`config.mk`:
```
export PLATFORM = sky130hd
export DESIGN_NAME = exec_unit
export DESIGN_NICKNAME = d
export VERILOG_FILES = /design/src/logic/exec_unit.v /design/src/logic/rot_sub_alu.v
export VERILOG_INCLUDE_DIRS = /design/src /design/src/logic
export SDC_FILE = /design/constraint.sdc
export NUM_CORES = 1
export LEC_CHECK = 0
export BUFFER_PORTS_ARGS = -buffer_cell sky130_fd_sc_hd__buf_2
export CAP_MARGIN = 20
export CELL_PAD_IN_SITES_DETAIL_PLACEMENT = 1
export CELL_PAD_IN_SITES_GLOBAL_PLACEMENT = 1
export CORE_ASPECT_RATIO = 1.4
export CORE_MARGIN = 4
export CORE_UTILIZATION = 36
export CTS_CLUSTER_SIZE = 40
export DETAILED_ROUTE_END_ITERATION = 12
export GPL_TIMING_DRIVEN = 0
export PLACE_DENSITY = 0.9
export REMOVE_ABC_BUFFERS = 1
export SYNTH_ARGS = -nofsm -noshare
export SYNTH_HDL_FRONTEND = slang
export SYNTH_HIERARCHICAL = 1
export SYNTH_SLANG_ARGS = --single-unit
```
`constraint.sdc`:
```
create_clock -name clk -period 4.05 [get_ports clk]
set_input_delay 0.2025 -clock clk [delete_from_list [all_inputs] [get_ports clk]]
set_output_delay 0.2025 -clock clk [all_outputs]
set_load 0.02 [all_outputs]
```
`src/logic/exec_unit_defs.vh`:
```
// Constants for the return, rotate, subtract and power-down execution unit.
`ifndef EXEC_UNIT_DEFS_VH
`define EXEC_UNIT_DEFS_VH
// ----------------------------------------------------------------------------
// Operation codes presented by the decoder
// ----------------------------------------------------------------------------
`define OP_NONE          3'h0
`define OP_SUB_EXIT      3'h1
`define OP_LITERAL_EXIT  3'h2
`define OP_ROT_LEFT      3'h3
`define OP_ROT_RIGHT     3'h4
`define OP_LIT_MINUS_ACC 3'h5
`define OP_POWERDOWN     3'h6
// ----------------------------------------------------------------------------
// Destination select, reset values and sequencer states
// ----------------------------------------------------------------------------
`define DEST_ACC         1'b0
`define DEST_FILE        1'b1
`define ACC_RESET        8'h00
`define WATCHDOG_CLEAR   8'h00
`define FLAG_RESET       1'b0
`define FLAG_N_RESET     1'b1
`define FILE_ADDR_RESET  7'h00
`define ST_IDLE          2'h0
`define ST_RET2          2'h1
`define ST_SLEEP         2'h2
`define MSB_POS          7
`define NIB_HI           3
`endif

```
`src/logic/exec_unit.v`:
```
// Execution unit for return, rotate, literal-subtract and power-down operations.
`timescale 1ns/1ps
`include "exec_unit_defs.vh"
// Function
// RULE1: Subroutine exit pops stack into PC, two cycles.
// RULE2: Literal exit loads literal to accumulator, returns.
// RULE3: Rotate left through carry, only carry altered.
// RULE4: Rotate-left destination zero accumulator, one file.
// RULE5: Rotate right through carry, destination select.
// RULE6: Literal minus accumulator into accumulator, flags.
// RULE7: Carry and digit carry mean no borrow.
// RULE8: Power-down clears watchdog, prescaler, sets flags.
// RULE9: Power-down enters sleep, execution halts.
// RULE10: Rotate/subtract one cycle; zero flag on result.
module exec_unit #(
    parameter WIDTH   = 8,
    parameter PC_W    = 15,
    parameter WD_W    = 8,
    parameter PRE_W   = 8
) (
    // Clock and reset
    input  wire             clk,
    input  wire             rst_n,
    // Decoded instruction
    input  wire             instr_valid,
    input  wire [2:0]       instr_op,
    input  wire [WIDTH-1:0] instr_literal,
    input  wire [6:0]       instr_file_addr,
    input  wire             instr_dest,
    input  wire             instr_ready,
    // File register read data, stack top and wake event
    input  wire [WIDTH-1:0] file_rdata,
    input  wire [PC_W-1:0]  stack_top,
    input  wire             wake_event,
    // Status flags in
    input  wire             carry_in,
    // Results
    output reg  [WIDTH-1:0] acc_ff,
    output reg              carry_ff,
    output reg              digit_carry_ff,
    output reg              zero_ff,
    output reg              file_we_ff,
    output reg  [6:0]       file_waddr_ff,
    output reg  [WIDTH-1:0] file_wdata_ff,
    output reg              stack_pop_ff,
    output reg              pc_load_ff,
    output reg  [PC_W-1:0]  pc_value_ff,
    // Power-down
    output reg  [WD_W-1:0]  watchdog_counter_ff,
    output reg  [PRE_W-1:0] prescaler_ff,
    output reg              watchdog_expiry_flag_n_ff,
    output reg              powerdown_flag_n_ff,
    output reg              osc_stop_ff,
    // Sequencing
    output wire             busy
);
    // ------------------------------------------------------------------------
    // Datapath
    // ------------------------------------------------------------------------
    reg  [1:0]       state_ff;
    reg  [1:0]       nxt_state;
    wire [WIDTH-1:0] alu_result;
    wire             alu_carry;
    wire             alu_dc;
    wire             alu_zero;
    wire [WIDTH-1:0] alu_a;
    wire             take;
    wire             is_return;
    wire             is_rotate;
    // The subtract uses the literal as minuend; rotates work on the addressed file register.
    assign alu_a     = (instr_op == `OP_LIT_MINUS_ACC) ? instr_literal : file_rdata;
    // Busy covers the second return cycle and the whole of sleep.
    assign busy      = (state_ff != `ST_IDLE);
    assign take      = instr_valid & ~busy;
    assign is_return = (instr_op == `OP_SUB_EXIT) || (instr_op == `OP_LITERAL_EXIT);
    assign is_rotate = (instr_op == `OP_ROT_LEFT) || (instr_op == `OP_ROT_RIGHT);
    rot_sub_alu #(
        .WIDTH(WIDTH)
    ) u_alu (
        .operand_a       (alu_a),
        .acc_in          (acc_ff),
        .carry_in        (carry_in),
        .op_sel          (instr_op),
        .result          (alu_result),
        .carry_out       (alu_carry),
        .digit_carry_out (alu_dc),
        .zero_out        (alu_zero)
    );
    // ------------------------------------------------------------------------
    // Sequencer
    // ------------------------------------------------------------------------
    always @* begin
        nxt_state = state_ff;
        case (state_ff)
            `ST_IDLE: begin
                if (take && (instr_op == `OP_SUB_EXIT || instr_op == `OP_LITERAL_EXIT)) begin
                    nxt_state = `ST_RET2; // [RULE1] [RULE2]
                end else if (take && instr_op == `OP_POWERDOWN) begin
                    nxt_state = `ST_SLEEP; // [RULE9]
                end
            end
            `ST_RET2: begin
                nxt_state = `ST_IDLE;
            end
            `ST_SLEEP: begin
                if (wake_event) begin
                    nxt_state = `ST_IDLE;
                end
            end
            default: begin
                nxt_state = `ST_IDLE;
            end
        endcase
    end
    // ------------------------------------------------------------------------
    // Sequencer state
    // ------------------------------------------------------------------------
    always @(posedge clk) begin
        if (!rst_n) begin
            state_ff <= `ST_IDLE;
        end else begin
            state_ff <= nxt_state;
        end
    end
    // ------------------------------------------------------------------------
    // Accumulator and status flags
    // ------------------------------------------------------------------------
    always @(posedge clk) begin
        if (!rst_n) begin
            acc_ff         <= `ACC_RESET;
            carry_ff       <= `FLAG_RESET;
            digit_carry_ff <= `FLAG_RESET;
            zero_ff        <= `FLAG_RESET;
        end else begin
            // Carry follows the external status bit unless an operation writes it.
            carry_ff <= carry_in;
            if (take) begin
                case (instr_op)
                    `OP_LITERAL_EXIT: begin
                        acc_ff <= instr_literal; // [RULE2]
                    end
                    `OP_ROT_LEFT, `OP_ROT_RIGHT: begin
                        carry_ff <= alu_carry; // [RULE3] [RULE5] [RULE10]
                        if (instr_dest == `DEST_ACC) begin
                            acc_ff <= alu_result; // [RULE4] [RULE5]
                        end
                    end
                    `OP_LIT_MINUS_ACC: begin
                        acc_ff         <= alu_result; // [RULE6]
                        carry_ff       <= alu_carry; // [RULE7]
                        digit_carry_ff <= alu_dc; // [RULE7]
                        zero_ff        <= alu_zero; // [RULE10]
                    end
                    default: begin
                        acc_ff <= acc_ff;
                    end
                endcase
            end
        end
    end
    // ------------------------------------------------------------------------
    // File register write port
    // ------------------------------------------------------------------------
    always @(posedge clk) begin
        if (!rst_n) begin
            file_we_ff    <= 1'b0;
            file_waddr_ff <= `FILE_ADDR_RESET;
            file_wdata_ff <= {WIDTH{1'b0}};
        end else begin
            // The strobe lasts one cycle; address and data hold until the next write.
            file_we_ff <= 1'b0;
            if (take && is_rotate && instr_dest == `DEST_FILE) begin
                file_we_ff    <= 1'b1; // [RULE4] [RULE5]
                file_waddr_ff <= instr_file_addr;
                file_wdata_ff <= alu_result;
            end
        end
    end
    // ------------------------------------------------------------------------
    // Return path
    // ------------------------------------------------------------------------
    always @(posedge clk) begin
        if (!rst_n) begin
            stack_pop_ff <= 1'b0;
            pc_load_ff   <= 1'b0;
            pc_value_ff  <= {PC_W{1'b0}};
        end else begin
            stack_pop_ff <= 1'b0;
            pc_load_ff   <= 1'b0;
            // Both returns pulse the pop in the cycle after the take, the one cycle the sequencer is busy in ST_RET2.
            if (take && is_return) begin
                stack_pop_ff <= 1'b1; // [RULE1] [RULE2]
                pc_load_ff   <= 1'b1;
                pc_value_ff  <= stack_top;
            end
        end
    end
    // ------------------------------------------------------------------------
    // Power-down and sleep
    // ------------------------------------------------------------------------
    always @(posedge clk) begin
        if (!rst_n) begin
            watchdog_counter_ff       <= {WD_W{1'b0}};
            prescaler_ff              <= {PRE_W{1'b0}};
            watchdog_expiry_flag_n_ff <= `FLAG_N_RESET;
            powerdown_flag_n_ff       <= `FLAG_N_RESET;
            osc_stop_ff               <= 1'b0;
        end else begin
            // Only the wake event restarts the clock; instructions offered in sleep are dropped.
            if (state_ff == `ST_SLEEP && wake_event) begin
                osc_stop_ff <= 1'b0;
            end
            if (take && instr_op == `OP_POWERDOWN) begin
                watchdog_counter_ff       <= `WATCHDOG_CLEAR; // [RULE8]
                prescaler_ff              <= {PRE_W{1'b0}}; // [RULE8]
                watchdog_expiry_flag_n_ff <= 1'b1; // [RULE8]
                powerdown_flag_n_ff       <= 1'b0; // [RULE8]
                osc_stop_ff               <= 1'b1; // [RULE9]
            end
        end
    end
endmodule

```
`src/logic/rot_sub_alu.v`:
```
// Combinational rotate-through-carry and literal-minus-accumulator datapath.
`timescale 1ns/1ps
`include "exec_unit_defs.vh"
module rot_sub_alu #(
    parameter WIDTH = 8
) (
    // Operands and operation select
    input  wire [WIDTH-1:0] operand_a,
    input  wire [WIDTH-1:0] acc_in,
    input  wire             carry_in,
    input  wire [2:0]       op_sel,
    // Results
    output reg  [WIDTH-1:0] result,
    output reg              carry_out,
    output reg              digit_carry_out,
    output wire             zero_out
);
    wire [WIDTH:0] diff_full;
    wire [4:0]     diff_low;
    assign diff_full = {1'b0, operand_a} - {1'b0, acc_in};
    assign diff_low  = {1'b0, operand_a[`NIB_HI:0]} - {1'b0, acc_in[`NIB_HI:0]};
    assign zero_out  = (result == {WIDTH{1'b0}});
    always @* begin
        result          = operand_a;
        carry_out       = carry_in;
        digit_carry_out = 1'b0;
        case (op_sel)
            `OP_ROT_LEFT: begin
                result    = {operand_a[WIDTH-2:0], carry_in};
                carry_out = operand_a[WIDTH-1];
            end
            `OP_ROT_RIGHT: begin
                result    = {carry_in, operand_a[WIDTH-1:1]};
                carry_out = operand_a[0];
            end
            `OP_LIT_MINUS_ACC: begin
                result          = diff_full[WIDTH-1:0];
                carry_out       = ~diff_full[WIDTH];
                digit_carry_out = ~diff_low[4];
            end
            default: begin
                result = operand_a;
            end
        endcase
    end
endmodule

```
==> run_results.csv, run 1 <==
group,metric,value,unit
timing,worst_pin_slew,669,ps
placed_design,dp_hpwl,6.59,mm
die,dieHeight,116,µm
finish,regArea,941,µm²
synth,synth_area_leaders,"dfxtp_1 (31%), nand2_1 (5.6%), o21ai_2 (4.9%)",
routing,detail-route-antenna-nets,0,
worst_hold_path,hp-start,"stack_top[7]",
clock_network,htree_num_levels,2,
die,start_util,37.1,%
synth,yosys.area_share.adder,4.39,%
power,power_frac_comb,24.9,%
synth,synthMuxAreaShare,6.96,%
timing,period_minus_slack,3570,ps
timing,hold_violations,0,
power,pwr-share-seq,41.4,%
critical_path,worstSetupPathType,"in -> reg",
timing,skew,6.54,ps
clock_network,clk_pin_slew,60,ps
power,switching_share,31.5,%
synth,synth_seq_cells,47,
placed_design,pre_cts_ws,184,ps
critical_path,reg2reg_depth,11,
finish,utilization,43.8,%
placed_design,place_congestion,0.845,
clock_network,cts_sinks,47,
routing,drt_iter0_drc,74,
global_route,grt_pass1_wl,13.8,mm
placed_design,dpl_cell_area,0.00341,mm²
synth,synth-compound-area-share,23.1,%
global_route,grt_use_total,17.2,%
timing,timing.final.ws_setup,480,ps
critical_path,crit_start,"instr_op[0]",
die,die-area,0.00994,mm²
synth,ys_types,59,
routing,wl,8.60,mm
global_route,use_met3,2.47,%
power,ir_drop,0.000216,V
power,p_leak,1.58,nW
routing,drcViolationCount,0,
clock_network,clockBufferDepth,2,
timing,timing.final.setup_violations,0,
finish,nets,501,
clock_network,cts_hold_buf,0,
synth,syn_area,0.00302,mm²
routing,wl_per_cell,15.8,µm
power,p_clk_share,33.7,%
timing,setup_tns,0,ps
power,p_sw,372,µW
finish,insertedDiodeCount,0,
outcome,status,"finished, final reports clean",
timing,rsz0062_at_grt,"false",
die,rows,39,
timing,whs,127,ps
synth,synth_area_per_cell,8.19,µm²
clock_network,insertion_delay,290,ps
worst_hold_path,min_to,"pc_value_ff[7]",
critical_path,rr_endpoint,"zero_ff",
clock_network,cts_setup_buffers,0,
routing,via_per_inst,5.27,
synth,yosys.area_share.xor_xnor,0.580,%
timing,finalCritPeriodShare,88.2,%
critical_path,start_kind,"input port",
critical_path,regToRegStartpoint,"acc_ff[0]",
synth,synth_top_area_share,31.2,%
critical_path,worstPathMaxFanout,27,
global_route,antenna_found_initial,0,
power,cell_internal_pwr,809,µW
global_route,met2_usage,32.5,%
routing,vias,2875,
critical_path,cp-end-kind,"register",
global_route,grt_max_degree,71,
synth,ys_warn_count,6,
finish,multi_input_area,0.00177,mm²
synth,ys_seq_area_share,31.2,%
global_route,grt-ovfl-total,0,
job,cap_violations,0,
critical_path,cp_data_arrival_time,3780,ps
die,io_pins,112,
finish,num-fill-cells,1031,
power,powerDensity,331,mW/mm²
timing,maxSlewViolCount,0,
synth,synth_area_leader_cell,"dfxtp_1",
global_route,use_met1,19.1,%
finish,layout-drive-gt1-share,32.4,%
synth,syn_inst,369,
worst_hold_path,holdCritPathClass,"in -> reg",
die,core_area,0.00815,mm²
finish,area_delta_synth_final,18.1,%
timing,slew_headroom,55.4,%
global_route,grt-busiest-layer,"met2",
global_route,grt_pass1_vias,2884,
worst_hold_path,holdPathStages,3,
finish,fin_area,0.00357,mm²
synth,yosys.area_share.simple,21.5,%
routing,drt_pre_antenna_iters,4,
clock_network,numCtsBuffers,5,
placed_design,io_buffer_count,93,
die,die_w,85.4,µm
clock_network,clockRootBuffer,"clkbuf_16",
timing,max_freq,280,MHz
clock_network,ctsResizeCount,0,
synth,synth_top_family_by_area,"compound AO/OA/AOI/OAI gates",
clock_network,cts_tree,"done",
critical_path,worst_ep_required_time,4260,ps
critical_path,r2r_slack,1600,ps
## sequential cells by signal (all words and copies together), names as in the netlist
register,count
acc_ff,8
carry_ff,1
digit_carry_ff,1
file_waddr_ff,7
file_wdata_ff,8
file_we_ff,1
osc_stop_ff,1
pc_load_ff,1
pc_value_ff,15
powerdown_flag_n_ff,1
state_ff,2
zero_ff,1
## worst max-delay path, cell delays in order
cell       delay [ps]
buf_2             400
nand3b_1          590
mux2_2            510
inv_1             120
ha_1              160
inv_1              50
fa_1              410
xor2_1            180
nand3_1            90
a21oi_1            80
a211oi_1          390
o2111ai_1         200
nor4_2            200
nand2_1            80
a21oi_1           110
## cell families after synthesis
group                      after synthesis
other                                    2
muxes                                   20
and+or+nand+nor                        125
DFF                                     47
adders and majority gates               10
xor gates and xnor gates                 2
AOI/OAI and AO/OA                      102
buffers and inverters                   61
## power groups by stage
| stage | clock (mW) | sequential, mW | combinational (mW) |
|---|---|---|---|
| floorplan | 0 | 0.519 | 0.164 |
| global placement | 0 | 0.498 | 0.277 |
| detailed placement | 0 | 0.499 | 0.291 |
| CTS | 0.414 | 0.488 | 0.293 |
| global route | 0.433 | 0.490 | 0.325 |
| finish | 0.398 | 0.489 | 0.294 |
## how the worst max path moves through the flow
stage / slack [ps] / end / cells past startpoint
after global placement: 260 / zero_ff / 15
final: 480 / zero_ff / 15
after detailed placement: 180 / zero_ff / 15
after floorplan: 1360 / zero_ff / 14
after CTS: 460 / zero_ff / 15
after global routing: 200 / zero_ff / 15
## through the flow
step | power (mW) | instances
after floorplan | 0.683 | 340
after global placement | 0.774 | 535
after detailed placement | 0.790 | 537
after CTS | 1.20 | 545
after global routing | 1.25 | 546
final | 1.18 | 546
## cell usage in the layout, fill, tap and decap left out, types with 3 or more instances in the layout
cell        n
o21ai_1    13
nand3_2     4
a21oi_1    19
dfxtp_1    47
o211ai_1    8
nand2_1    45
mux2i_1    12
nand3b_1    4
o21ai_2    17
a211oi_1    3
inv_1      16
o21ai_0    20
nor2_1     17
conb_1     17
ha_1        9
a221oi_2    3
buf_2      93
mux2_2      8
clkinv_2    3
clkbuf_16   5
nand3_1    28
nor3_1      3
nand2b_1    6
## metal layers
metal,routed length (µm),vias to the layer above
met4,151,0
met3,434,9
met1,3400,1371
met2,4620,77
li1,-,1418
met5,0,-
## final cells by class
| type | instances | share of cell area [%] |
|---|---|---|
| multi-input cells | 276 | 49.6 |
| flip-flops and latches | 47 | 26.4 |
| repair buffers | 96 | 14.7 |
| well taps | 102 | 3.58 |
| clock buffers | 5 | 3.51 |
| inverters | 17 | 1.79 |
| clock inverters | 3 | 0.421 |
## Yosys cell counts (all sizes together)
master and instances:
o211ai 8, xor2 1, and3 2, nand3b 4
o2bb2ai 2, inv 16, o41ai 1, a2bb2oi 1
or2 1, or3 2, or4b 1, a32oi 2
o22ai 2, o2111ai 1, o31ai 1, and2b 1
nor2 18, fa 1, a221oi 4, nand2 45
a211o 1, o21ai 50, mux2 8, clkinv 1
nor3 4, nor2b 2, or3b 2, nand3 32
o31a 1, xnor2 1, nor4b 1, a32o 1
dfxtp 47, nand2b 7, a31oi 1, ha 9
a211oi 3, conb 2, o21a 2, nor4 3
a21oi 19, buf 37, mux2i 12, a22oi 2
clkbuf 7
(Power assumes the default switching activity.)
==> run 2: changes to the inputs <==
Settings changed: CORE_MARGIN 4 to unset, SETUP_SLACK_MARGIN set to 0.3.
==> run_results.csv, run 2 (synthesized netlist as in run 1, its figures left out) <==
group,metric,value,unit
power,powerDensity,331,mW/mm²
power,p_clk_share,33.6,%
timing,slew_headroom,54.5,%
routing,via_per_inst,5.38,
clock_network,htree_num_levels,2,
die,die_w,79.4,µm
finish,nets,503,
routing,wl_per_cell,15.5,µm
power,total_power,1.19,mW
finish,largest_reg_flops,15,
clock_network,cts_tree,"done",
power,ir_drop,0.000219,V
worst_hold_path,holdCritPathClass,"in -> reg",
critical_path,start_kind,"input port",
global_route,grt_pass1_wl,12.9,mm
power,p_leak,1.59,nW
clock_network,clockBufferDepth,2,
power,cell_internal_pwr,810,µW
critical_path,worstPathMaxFanout,22,
finish,layout-drive-gt1-share,32.7,%
power,power_frac_comb,25.2,%
outcome,status,"finished, final reports clean",
clock_network,clk_pin_slew,60,ps
finish,insertedDiodeCount,0,
die,rows,39,
critical_path,worst_ep_required_time,4260,ps
critical_path,worstSetupPathType,"in -> reg",
placed_design,io_buffer_count,93,
placed_design,dpl_cell_area,0.00341,mm²
timing,max_freq,318,MHz
critical_path,crit_slowest_cell,"o41ai_1",
critical_path,crit_chain,"buf_2 > nand3b_1 > buf_4 > mux2_2 > ha_1 > o21ai_1 > a21oi_1 > o41ai_1 > mux2i_1 > o21ai_1 > nor4_2 > nand2_1 > a21oi_1",
die,core_area,0.00815,mm²
die,start_util,37.1,%
timing,hold_violations,0,
placed_design,place_congestion,0.853,
job,cap_violations,0,
timing,timing.final.ws_setup,909,ps
timing,period_minus_slack,3140,ps
critical_path,cp_data_arrival_time,3350,ps
clock_network,numCtsBuffers,5,
timing,maxSlewViolCount,0,
finish,layout_common_cells,"buf_2 (93), dfxtp_1 (47), nand2_1 (45)",
timing,timing.final.setup_violations,0,
clock_network,insertion_delay,290,ps
die,dieHeight,110,µm
die,die-area,0.00877,mm²
global_route,grt-ovfl-total,0,
timing,rsz0062_at_grt,"false",
finish,final_common_cell,"buf_2",
global_route,grt_pass1_vias,2748,
routing,detail-route-antenna-nets,0,
die,io_pins,112,
clock_network,cts_sinks,47,
routing,drt_pre_antenna_iters,4,
global_route,grt_use_total,18.9,%
power,p_sw,376,µW
timing,worst_pin_slew,683,ps
routing,drt_iter0_drc,113,
finish,fin_area,0.00358,mm²
routing,wl,8.50,mm
routing,vias,2947,
timing,skew,4.99,ps
power,switching_share,31.7,%
timing,setup_tns,0,ps
critical_path,worst_path_largest_cell_delay,490,ps
placed_design,dp_hpwl,6.26,mm
placed_design,pre_cts_ws,243,ps
power,pwr-share-seq,41.2,%
global_route,antenna_found_initial,0,
finish,top_regs,"pc_value_ff (15), acc_ff (8), file_wdata_ff (8)",
global_route,grt_max_degree,71,
timing,finalCritPeriodShare,77.6,%
critical_path,cp-end-kind,"register",
finish,largest_register,"pc_value_ff",
finish,area_delta_synth_final,18.6,%
clock_network,cts_hold_buf,0,
clock_network,clockRootBuffer,"clkbuf_16",
routing,drcViolationCount,0,
[run 2: changes by cell type in the layout (fill, tap and decap cells not counted), sizes merged]
cell,before,now
buf,96,98
[run 2: repair_timing]
| item | CTS | global route |
|---|---|---|
| setup endpoints to repair | 0 | 1 |
| setup buffers | 0 | 2 |
| gates resized for setup | 0 | 0 |
[run 2: per-stage QoR]
| step | instances | utilization [%] | hold slack [ps] |
|---|---|---|---|
| floorplan | 340 | - | 264 |
| global placement | 535 | 41.3 | 417 |
| detailed placement | 537 | 41.8 | 430 |
| CTS | 545 | 43.5 | 130 |
| global route | 548 | 44.0 | 140 |
| finish | 548 | 44.0 | 132 |
[run 2: power by group through the flow]
stage	registers (mW)	logic (mW)	clock network, mW
2_1_floorplan	0.519	0.164	0
3_3_place_gp	0.498	0.275	0
3_5_place_dp	0.499	0.291	0
4_1_cts	0.489	0.293	0.410
5_1_grt	0.491	0.326	0.428
6_report	0.489	0.299	0.398
[run 2: worst paths after layout]
check / from / to / slack [ps] / cells after the start
max reg2reg: acc_ff[0] / zero_ff / 1580 / 11
min: stack_top[4] / pc_value_ff[4] / 130 / 3
min reg2reg: powerdown_flag_n_ff / powerdown_flag_n_ff / 450 / 2
max: instr_op[1] / zero_ff / 910 / 13
[run 2: worst max-delay path: cells and delay by family]
kind,cells,cell delay [ps]
mux,2,660
simple gates,3,560
fa+ha+maj,1,360
compound gates,5,1030
buf+inv,2,540
[run 2: layer usage]
metal	wire, µm	global-route usage [%]	share of wire, %
met5	0	0	0
met4	267	9.48	3.1
met3	406	3.70	4.8
met2	4430	33.9	52
met1	3390	21.1	40
[run 2: area by class of cell]
cell class / instances / area, µm²
fill: 1032 / 4570
multi-input combinational: 276 / 1770
sequential: 47 / 941
timing repair buffer: 98 / 539
tap: 102 / 128
clock buffer: 5 / 125
inverter: 17 / 63.8
clock inverter: 3 / 15.0
